$ cat src/hdl/pcu_pkg.sv
// Shared constants for the position capture unit, second channel
package pcu_pkg;
   // ------------------------------------------------------------
   // Parameter addresses
   // ------------------------------------------------------------
   localparam logic [15:0] ADDR_STATUS_FLAGS = 16'h0A02;
   localparam logic [15:0] ADDR_EDGE_SELECT  = 16'h0A06;
   localparam logic [15:0] ADDR_RUN_CONTROL  = 16'h0A0A;
   localparam logic [15:0] ADDR_LATCHED_POS  = 16'h0A0E;
   localparam logic [15:0] ADDR_EVENT_COUNT  = 16'h0A12;

   // ------------------------------------------------------------
   // Run-control codes and edge selection
   // ------------------------------------------------------------
   localparam logic [15:0] RUN_STOP       = 16'h0000;
   localparam logic [15:0] RUN_ONCE       = 16'h0001;
   localparam logic [15:0] RUN_CONTINUOUS = 16'h0002;
   localparam logic        EDGE_FALLING   = 1'h0;
   localparam logic        EDGE_RISING    = 1'h1;

   // ------------------------------------------------------------
   // Field positions and reset values
   // ------------------------------------------------------------
   localparam int          STAT_FIRST_BIT  = 0;
   localparam int          STAT_SECOND_BIT = 1;
   localparam int          DATA_WIDTH      = 16;
   localparam int          POS_WIDTH       = 32;
   localparam logic        RST_EDGE_SELECT = EDGE_FALLING;
   localparam logic [31:0] RST_POSITION    = 32'h0000_0000;
   localparam logic [15:0] RST_COUNT       = 16'h0000;
   localparam logic [15:0] COUNT_STEP      = 16'h0001;

   typedef enum logic [1:0] {
      PCU_IDLE = 2'b00,
      PCU_ONCE = 2'b01,
      PCU_CONT = 2'b10
   } pcu_mode_type;
endpackage

$ cat src/hdl/pcu_capture_two.sv
// Second position capture channel and shared capture status word
// Notes on behaviour
// - Stop code cancels capture in progress; no further positions latched.
// - Single-shot code arms the channel to latch exactly one position.
// - Continuous code arms the channel to latch on every qualifying edge.
// - Single-shot disarms itself once the first position is latched.
// - Continuous stays armed after each capture until stopped.
// - Edge select 0 captures falling, 1 captures rising; default 0.
// - Qualifying edge latches signed 32-bit position into read-only register.
// - Stored captured position is recomputed when position reference changes.
// - Read-only 16-bit counter increments once per capture event.
// - Event counter clears to zero on a start command.
// - Status bit 0 sets when first input completes a capture.
// - Status bit 1 sets when second input completes a capture.
`timescale 1ns/100ps
module pcu_capture_two #(
   parameter int POS_W = pcu_pkg::POS_WIDTH,
   parameter int CNT_W = pcu_pkg::DATA_WIDTH
) (
   // Clock and reset
   input  wire logic                     clk,
   input  wire logic                     rst_b,
   // Parameter access
   input  wire logic [15:0]              regAddr,
   input  wire logic                     regWrEn,
   input  wire logic [15:0]              regWrData,
   input  wire logic                     regRdEn,
   output logic      [31:0]              regRdData,
   output logic                          regRdValid,
   // Capture pin
   input  wire logic                     secondCaptureInput,
   // Drive position and reference changes
   input  wire logic signed [POS_W-1:0]  positionNow,
   input  wire logic                     refShiftValid,
   input  wire logic signed [POS_W-1:0]  refShiftDelta,
   // First channel events
   input  wire logic                     firstCaptureDone,
   input  wire logic                     firstCaptureStart
);
   // ------------------------------------------------------------
   // State
   // ------------------------------------------------------------
   pcu_pkg::pcu_mode_type      mode_ff;
   pcu_pkg::pcu_mode_type      nxt_mode;
   logic                       edgeSel_ff;
   logic signed [POS_W-1:0]    latchedPos_ff;
   logic signed [POS_W-1:0]    nxt_latchedPos;
   logic [CNT_W-1:0]           eventCount_ff;
   logic [CNT_W-1:0]           nxt_eventCount;
   logic                       statFirst_ff;
   logic                       statSecond_ff;
   logic [31:0]                regRdData_ff;
   logic                       regRdValid_ff;
   logic                       edgeHit;

   function automatic logic addrIs(input logic [15:0] a,
                                   input logic [15:0] off);
      addrIs = (a == off);
   endfunction

   // ------------------------------------------------------------
   // Decode
   // ------------------------------------------------------------
   wire wrEdge  = regWrEn && addrIs(regAddr, pcu_pkg::ADDR_EDGE_SELECT);
   wire wrRun   = regWrEn && addrIs(regAddr, pcu_pkg::ADDR_RUN_CONTROL);
   wire cmdStop = wrRun && (regWrData == pcu_pkg::RUN_STOP);
   wire cmdOnce = wrRun && (regWrData == pcu_pkg::RUN_ONCE);
   wire cmdCont = wrRun && (regWrData == pcu_pkg::RUN_CONTINUOUS);
   wire cmdStart = cmdOnce || cmdCont;
   // A run-control write in the same cycle as an edge takes priority
   wire takeCapture = edgeHit && (mode_ff != pcu_pkg::PCU_IDLE) && !wrRun;

   pcu_edge_sync u_edge (
      .clk       (clk),
      .rst_b     (rst_b),
      .pinIn     (secondCaptureInput),
      .risingSel (edgeSel_ff),
      .edgeHit   (edgeHit)
   );

   // ------------------------------------------------------------
   // Next-state logic
   // ------------------------------------------------------------
   always_comb begin
      nxt_mode = mode_ff;
      if (cmdStop) begin
         nxt_mode = pcu_pkg::PCU_IDLE;
      end else if (cmdOnce) begin
         nxt_mode = pcu_pkg::PCU_ONCE;
      end else if (cmdCont) begin
         nxt_mode = pcu_pkg::PCU_CONT;
      end else if (takeCapture) begin
         case (mode_ff)
            pcu_pkg::PCU_ONCE: nxt_mode = pcu_pkg::PCU_IDLE;
            pcu_pkg::PCU_CONT: nxt_mode = pcu_pkg::PCU_CONT;
            default:           nxt_mode = pcu_pkg::PCU_IDLE;
         endcase
      end
   end

   // A capture in the new reference wins over a reference shift
   assign nxt_latchedPos = takeCapture ? positionNow :
                           refShiftValid ?
                           POS_W'(latchedPos_ff + refShiftDelta) :
                           latchedPos_ff;
   assign nxt_eventCount = cmdStart ? CNT_W'(pcu_pkg::RST_COUNT) :
                           takeCapture ?
                           CNT_W'(eventCount_ff + pcu_pkg::COUNT_STEP) :
                           eventCount_ff;

   // ------------------------------------------------------------
   // Read mux
   // ------------------------------------------------------------
   wire [15:0] statusWord = {14'h0000, statSecond_ff, statFirst_ff};
   wire [15:0] runWord    = {14'h0000, mode_ff};
   wire [31:0] rdMux =
      addrIs(regAddr, pcu_pkg::ADDR_STATUS_FLAGS) ? {16'h0000, statusWord} :
      addrIs(regAddr, pcu_pkg::ADDR_EDGE_SELECT)  ?
         {31'h0000_0000, edgeSel_ff} :
      addrIs(regAddr, pcu_pkg::ADDR_RUN_CONTROL)  ? {16'h0000, runWord} :
      addrIs(regAddr, pcu_pkg::ADDR_LATCHED_POS)  ? 32'(latchedPos_ff) :
      addrIs(regAddr, pcu_pkg::ADDR_EVENT_COUNT)  ?
         {16'h0000, 16'(eventCount_ff)} : 32'h0000_0000;

   assign regRdData  = regRdData_ff;
   assign regRdValid = regRdValid_ff;

   // ------------------------------------------------------------
   // Registers
   // ------------------------------------------------------------
   always_ff @(posedge clk or negedge rst_b) begin
      if (!rst_b) begin
         mode_ff       <= pcu_pkg::PCU_IDLE;
         edgeSel_ff    <= pcu_pkg::RST_EDGE_SELECT;
         latchedPos_ff <= POS_W'(pcu_pkg::RST_POSITION);
         eventCount_ff <= CNT_W'(pcu_pkg::RST_COUNT);
      end else begin
         mode_ff       <= nxt_mode;
         latchedPos_ff <= nxt_latchedPos;
         eventCount_ff <= nxt_eventCount;
         if (wrEdge) begin
            edgeSel_ff <= regWrData[0];
         end
      end
   end

   // Set wins over clear on the first flag; a start blocks a same-cycle capture, so the second flag clears
   always_ff @(posedge clk or negedge rst_b) begin
      if (!rst_b) begin
         statFirst_ff  <= 1'h0;
         statSecond_ff <= 1'h0;
      end else begin
         if (firstCaptureDone) begin
            statFirst_ff <= 1'h1;
         end else if (firstCaptureStart) begin
            statFirst_ff <= 1'h0;
         end
         if (takeCapture) begin
            statSecond_ff <= 1'h1;
         end else if (cmdStart) begin
            statSecond_ff <= 1'h0;
         end
      end
   end

   always_ff @(posedge clk or negedge rst_b) begin
      if (!rst_b) begin
         regRdData_ff  <= 32'h0000_0000;
         regRdValid_ff <= 1'h0;
      end else begin
         regRdValid_ff <= regRdEn;
         regRdData_ff  <= regRdEn ? rdMux : regRdData_ff;
      end
   end
endmodule

$ cat src/hdl/pcu_edge_sync.sv
// Capture pin synchroniser with selectable edge detection
`timescale 1ns/100ps
module pcu_edge_sync (
   // Clock and reset
   input  wire logic clk,
   input  wire logic rst_b,
   // Pin and selection
   input  wire logic pinIn,
   input  wire logic risingSel,
   // Detected edge, one-cycle pulse
   output logic      edgeHit
);
   logic syncA_ff;
   logic syncB_ff;
   logic prev_ff;
   logic edgeHit_ff;
   wire  riseSeen;
   wire  fallSeen;
   wire  nxt_edgeHit;

   // Only syncB_ff and prev_ff feed the detector, never syncA_ff
   assign riseSeen    = syncB_ff & ~prev_ff;
   assign fallSeen    = ~syncB_ff & prev_ff;
   assign nxt_edgeHit = risingSel ? riseSeen : fallSeen;
   assign edgeHit     = edgeHit_ff;

   always_ff @(posedge clk or negedge rst_b) begin
      if (!rst_b) begin
         syncA_ff   <= 1'h0;
         syncB_ff   <= 1'h0;
         prev_ff    <= 1'h0;
         edgeHit_ff <= 1'h0;
      end else begin
         syncA_ff   <= pinIn;
         syncB_ff   <= syncA_ff;
         prev_ff    <= syncB_ff;
         edgeHit_ff <= nxt_edgeHit;
      end
   end
endmodule

$ cat config.mk
export PLATFORM = sky130hd
export DESIGN_NAME = pcu_capture_two
export DESIGN_NICKNAME = d
export VERILOG_FILES = /design/src/hdl/pcu_pkg.sv /design/src/hdl/pcu_capture_two.sv /design/src/hdl/pcu_edge_sync.sv
export SDC_FILE = /design/constraint.sdc
export NUM_CORES = 1
export LEC_CHECK = 0
export BUFFER_PORTS_ARGS = -buffer_cell sky130_fd_sc_hd__buf_2
export CORE_ASPECT_RATIO = 0.7
export CORE_MARGIN = 8
export CORE_UTILIZATION = 40
export CTS_CLUSTER_SIZE = 10
export DETAILED_ROUTE_END_ITERATION = 10
export PLACE_DENSITY = 0.73
export SYNTH_ARGS = -nofsm -noshare
export SYNTH_HDL_FRONTEND = slang
export SYNTH_HIERARCHICAL = 1
export SYNTH_SLANG_ARGS = --single-unit
$ cat constraint.sdc
create_clock -name clk -period 3.65 [get_ports clk]
set_clock_uncertainty 0.05 [all_clocks]
set_input_delay 0 -clock clk [delete_from_list [all_inputs] [get_ports clk]]
set_output_delay 0 -clock clk [all_outputs]
set_load 0.1 [all_outputs]
Yosys cells after proc, flatten, opt, wreduce, memory -nomap -nowiden

Index checks and enable logic that the tools add are counted.

Output and inout bits: 33
Bits in registers: 90

Bitwise gates (word level): 4
Muxes and demuxes: 19
Add/sub/neg operators: 2
Equality and inequality tests: 8
Reductions and logical operators: 15

Operator list:

| kind                                                              | count |
|---|---|
| 32-bit 2-to-1 mux                                                 | 6 |
| 16-bit by 12-bit == test with 1-bit output, second input constant | 5 |
| 16-bit 2-to-1 mux                                                 | 3 |
| 32-bit adder                                                      | 1 |
| 16-bit by 1-bit adder with 16-bit output, second input constant   | 1 |
| 16-bit by 1-bit == test with 1-bit output, second input constant  | 1 |
| 16-bit by 2-bit == test with 1-bit output, second input constant  | 1 |
| 16-bit zero test                                                  | 1 |
| 2-bit 2-to-1 mux                                                  | 5 |
| 2-bit nonzero test                                                | 4 |
| 1-bit logical AND                                                 | 7 |
| 1-bit 2-to-1 mux                                                  | 5 |
| 4-bit nonzero test                                                | 1 |
| 1-bit bitwise AND                                                 | 2 |
| 2-bit == test, second input constant                              | 1 |
| 1-bit inverter                                                    | 2 |
| 1-bit zero test                                                   | 1 |
| 1-bit logical OR                                                  | 1 |

Logic depth before layout (Yosys ltp)

Depth in word-level cells: 8
Depth in mapped cells: 11

Cells and area by module

Netlist, hierarchy kept.

By module, submodules not included:

| module          | cells each | seq. area each (um^2) | instances | area an instance (um^2) |
|---|---|---|---|---|
| pcu_capture_two | 642        | 2,152.1               | 1         | 5,546.6 |
| pcu_edge_sync   | 7          | 100.1                 | 1         | 122.6 |

Worst setup path after synthesis

OpenSTA, ideal clock, no wires.

Kind: reg-to-reg
Start point: reg latchedPos_ff[0]
End point: reg latchedPos_ff[24]
Path slack: 0.953 ns
Path buffers: 0
Stages on the path, launching flop included: 12
Arrival: 2.520 ns
Period minus slack after synthesis: 2.697 ns
Setup time: 0.127 ns
Path through: dfrtp_1 > ha_1 > fa_1 > a211o_1 > a21oi_1 > nor3_2 > o21ai_2 > o41ai_4 > a31oi_1 > o21bai_1 > xnor2_1 > o21ai_1

Word-level cells in the longest chain between the ends: 3

RTL lines:

| element                  | line                   | source |
|---|---|---|
| start: declaration       | pcu_capture_two.sv:46  | `logic signed [POS_W-1:0] latchedPos_ff;` |
| start signal: assignment | pcu_capture_two.sv:135 | `latchedPos_ff <= POS_W'(pcu_pkg::RST_POSITION);` |
| start signal: assignment | pcu_capture_two.sv:139 | `latchedPos_ff <= nxt_latchedPos;` |
| 32-bit adder             | pcu_capture_two.sv:104 | `POS_W'(latchedPos_ff + refShiftDelta) :` |
| 32-bit 2-to-1 mux        | pcu_capture_two.sv:103 | `refShiftValid ?` |
| 32-bit 2-to-1 mux        | pcu_capture_two.sv:102 | `assign nxt_latchedPos = takeCapture ? positionNow :` |

No other way between the ends. The select of a mux whose other input is x is not followed.
A chain may end at the register's enable or synchronous reset.

Worst setup path after layout

Same ends and word-level chain as after synthesis.

==> impl_metrics.json <==
{
  "post-route-min-period_ps": 3140,
  "cap_violations": 0,
  "ir_drop_v": 0.000294,
  "placeable_core_area_sq_mm": 0.0139,
  "syn_nets": 786,
  "pre_cts_slack_ps": 537,
  "post_synthesis_cell_area_sq_mm": 0.00567,
  "outcome": "completed",
  "final_cell_area_sq_mm": 0.00722,
  "num_cts_buffers": 9,
  "path_class": "reg -> reg",
  "route.antenna.remaining_nets": 0,
  "cts_tree": "yes",
  "area_growth_pct": 27.3,
  "cellInternalPower_w": 0.00274,
  "synthesis.yosys.warnings": 6,
  "drt_drc_violations_left": 0,
  "share_clk_of_total_power_pct": 21.1,
  "final_hold_viol_count": 0,
  "ff2ff_setup_slack_ps": 510,
  "fin_util_pct": 52.0,
  "cts.repair_timing.setup_buffer_count": 0,
  "crit_family": "compound AO/OA/AOI/OAI gates",
  "total_leakage_power_nw": 3.43,
  "starting_density_of_the_core_pct": 40.9,
  "yosysSeqAreaShare_pct": 39.7,
  "highest_count_cells_in_the_layout_ignoring_fill_and_taps": "135 x sky130_fd_sc_hd__buf_2, 115 x sky130_fd_sc_hd__nand2_1, 90 x sky130_fd_sc_hd__dfrtp_1, 69 x sky130_fd_sc_hd__o21ai_0, 51 x sky130_fd_sc_hd__a21oi_1",
  "number_of_flops_mapped_to_enable_cells_by_yosys": 0,
  "cp_slowest_cell": "sky130_fd_sc_hd__fa_1",
  "wl_microns": 16200,
  "global_route_wire_length_before_repair_microns": 26600,
  "h-tree-depth": 3,
  "max-slew-margin-rel_pct": 31.4,
  "holdBufCountCts": 39,
  "first_global_vias": 5255,
  "globalplace.congestion": 0.919,
  "clock_sink_count": 90,
  "critical_path_buf_inv_count": 0,
  "io-pin-count": 137,
  "route.vias.total": 5236,
  "track_usage_pct": 18.1,
  "post_dp_cell_area_sq_mm": 0.00652,
  "final-max-slew-violation-count": 0,
  "power.share.switching_pct": 39.9,
  "share_of_the_clock_period_used_by_the_worst_path_after_layout_pct": 85.9,
  "critical_path.cell_chain": "ha_1 -> fa_1 -> a211o_1 -> a21oi_1 -> nor3_2 -> o21ai_2 -> o41ai_4 -> a31oi_1 -> o21bai_1 -> xnor2_1 -> o21ai_1",
  "report.final.setup_viol": 0,
  "max_freq_mhz": 319,
  "power_switching_w": 0.00182,
  "die_width_microns": 158,
  "number_of_antenna_violations_at_the_first_check_in_global_routing": 2,
  "place.detailed.hpwl_microns": 12100,
  "cp_max_fo": 5,
  "synth.avg_cell_area_sq_um": 8.74,
  "ys_async_sr_fraction_pct": 100,
  "transition_time_of_the_tightest_slew_check_pin_ps": 1030,
  "synth_cell_types": 58,
  "maximum_number_of_pins_on_one_net_before_global_route_repair": 61,
  "final_critical_path_setup_slack_ps": 514,
  "min-delay-path-class": "in -> reg",
  "grt_setup_unrepaired": "false",
  "combinationalPowerShare_pct": 48.7,
  "place.port_buffers": 136,
  "detail_route.vias_per_cell": 5.20,
  "drt_iter0_drc": 290,
  "ys.flop_type": "sky130_fd_sc_hd__dfrtp_1",
  "placementRows": 36,
  "clk_pin_slew_worst_paths_ps": 70,
  "power_w": 0.00456,
  "worst_setup_path_start_kind": "register",
  "routedWlPerCell_microns": 16.1,
  "cp.arrival_ps": 3300,
  "timing.critical_path.slowest_cell_delay_ps": 440,
  "area_enclosed_by_the_die_boundary_sq_mm": 0.0183,
  "finalNetCount": 948,
  "mostFrequentLayoutCell": "sky130_fd_sc_hd__buf_2",
  "crit_required_ps": 3810,
  "fp.dieH_microns": 116,
  "cts.path.max_buffers": 2,
  "post_route_cells_drive_above_1_share_pct": 21.6,
  "endpoint_kind": "register",
  "grt.overflow.total": 0,
  "cellPowerDensity_mw_per_mm2": 632,
  "clockRootBuffer": "sky130_fd_sc_hd__clkbuf_16",
  "final.setup.tns_ps": 0,
  "ctsResizeCount": 0,
  "number_of_inserted_diodes": 0,
  "insertion_delay_ps": 340,
  "synthCells": 649,
  "synth_seq_cells": 90,
  "power.sequential.fraction_pct": 30.2,
  "drt_first_pass_iters": 5
}
-- per-layer routing --
metal	vias up	GRT usage (%)	share of wire (%)
met5	-	0	0.099
met1	2462	25.8	50
li1	2603	-	-
met3	15	4.62	6.3
met4	4	2.88	0.78
met2	152	27.6	42
-- cells in the mapped netlist (2+ instances only) --
| library cell | instances | area (sq um) |
|---|---|---|
| sky130_fd_sc_hd__nor3b_1 | 11 | 82.6 |
| sky130_fd_sc_hd__nand4b_1 | 2 | 17.5 |
| sky130_fd_sc_hd__nor3_1 | 7 | 35.0 |
| sky130_fd_sc_hd__or3_1 | 4 | 25.0 |
| sky130_fd_sc_hd__a21o_1 | 13 | 97.6 |
| sky130_fd_sc_hd__nor4_1 | 4 | 25.0 |
| sky130_fd_sc_hd__mux2_2 | 2 | 22.5 |
| sky130_fd_sc_hd__o21ai_2 | 2 | 17.5 |
| sky130_fd_sc_hd__a31oi_1 | 3 | 18.8 |
| sky130_fd_sc_hd__mux2i_1 | 20 | 200 |
| sky130_fd_sc_hd__and3_1 | 4 | 25.0 |
| sky130_fd_sc_hd__clkbuf_1 | 23 | 86.3 |
| sky130_fd_sc_hd__nand3_1 | 17 | 85.1 |
| sky130_fd_sc_hd__buf_1 | 4 | 15.0 |
| sky130_fd_sc_hd__ha_1 | 32 | 400 |
| sky130_fd_sc_hd__a21oi_1 | 51 | 255 |
| sky130_fd_sc_hd__and4b_1 | 2 | 20.0 |
| sky130_fd_sc_hd__nor2b_1 | 3 | 18.8 |
| sky130_fd_sc_hd__o31ai_1 | 4 | 30.0 |
| sky130_fd_sc_hd__nand2_1 | 115 | 432 |
| sky130_fd_sc_hd__xor2_1 | 19 | 166 |
| sky130_fd_sc_hd__dfrtp_1 | 90 | 2250 |
| sky130_fd_sc_hd__o21bai_1 | 6 | 45.0 |
| sky130_fd_sc_hd__o21ai_1 | 5 | 25.0 |
| sky130_fd_sc_hd__nand4_1 | 6 | 37.5 |
| sky130_fd_sc_hd__o21a_1 | 4 | 30.0 |
| sky130_fd_sc_hd__xnor2_1 | 21 | 184 |
| sky130_fd_sc_hd__nor2_1 | 41 | 154 |
| sky130_fd_sc_hd__a211oi_1 | 2 | 15.0 |
| sky130_fd_sc_hd__a22oi_1 | 4 | 30.0 |
| sky130_fd_sc_hd__nand2b_1 | 3 | 18.8 |
| sky130_fd_sc_hd__o21ai_0 | 69 | 345 |
| sky130_fd_sc_hd__and4_1 | 2 | 17.5 |
| sky130_fd_sc_hd__inv_1 | 26 | 97.6 |
| sky130_fd_sc_hd__buf_2 | 4 | 20.0 |
| sky130_fd_sc_hd__a211o_1 | 2 | 17.5 |
-- worst paths after layout --
path | startpoint | end | depth (start not counted)
hold / removal | regWrData[8] | mode_ff[1] | 5
setup / recovery | latchedPos_ff[0] | latchedPos_ff[24] | 11
min in group asynchronous | rst_b | regRdData[18] | 2
setup reg to reg | latchedPos_ff[0] | latchedPos_ff[24] | 11
max in group asynchronous | rst_b | latchedPos_ff[3] | 3
hold reg to reg | u_edge/syncA_ff | u_edge/syncB_ff | 0
-- metrics by stage --
| step | std cells | hold slack (ps) |
|---|---|---|
| floorplan | 649 | -346 |
| global placement | 951 | 60.4 |
| detailed placement | 951 | 60.2 |
| CTS | 1006 | 19.4 |
| global route | 1006 | 59.0 |
| finish | 1006 | 23.6 |
-- power by group through the flow --
stage                     Clock (W)  Sequential [W]  Combinational (W)
after CTS                  0.000982         0.00138            0.00220
after global routing        0.00102         0.00140            0.00248
after floorplan                   0         0.00142            0.00166
final                      0.000962         0.00138            0.00222
after global placement            0         0.00139            0.00213
after detailed placement          0         0.00139            0.00216
-- flip-flops by register name, indices dropped and copies added, names as in the netlist --
register	cells
u_edge/syncA_ff	1
regRdValid	1
u_edge/prev_ff	1
edgeSel_ff	1
u_edge/edgeHit	1
eventCount_ff	16
latchedPos_ff	32
regRdData	32
statSecond_ff	1
u_edge/syncB_ff	1
statFirst_ff	1
mode_ff	2
-- cell families (layout without fill, tap and decap cells) --
group                      after synthesis  after routing  share of synthesized area [%]
and+or+nand+nor                        229            229                           18.9
AOI/OAI and AO/OA                      177            177                           19.6
DFF                                     90             90                           39.7
buffers and inverters                   57            224                           3.86
xor gates and xnor gates                40             40                           6.18
adders and majority gates               33             33                           7.42
muxes                                   23             23                           4.33
-- tightest hold or removal path: cells and delay by family --
family        cells  cell delay (ps)
simple gates      4              300
buf+inv           1               70
-- area by class of cell --
type / count / area (sq um)
repair buffers: 182 / 1130
clock inverters: 5 / 63.8
flip-flops and latches: 90 / 2250
multi-input cells: 502 / 3200
fillers: 1349 / 6660
inverters: 26 / 97.6
well taps: 190 / 238
clock buffers: 11 / 243
Note: power is estimated with default switching activity, not from simulation.
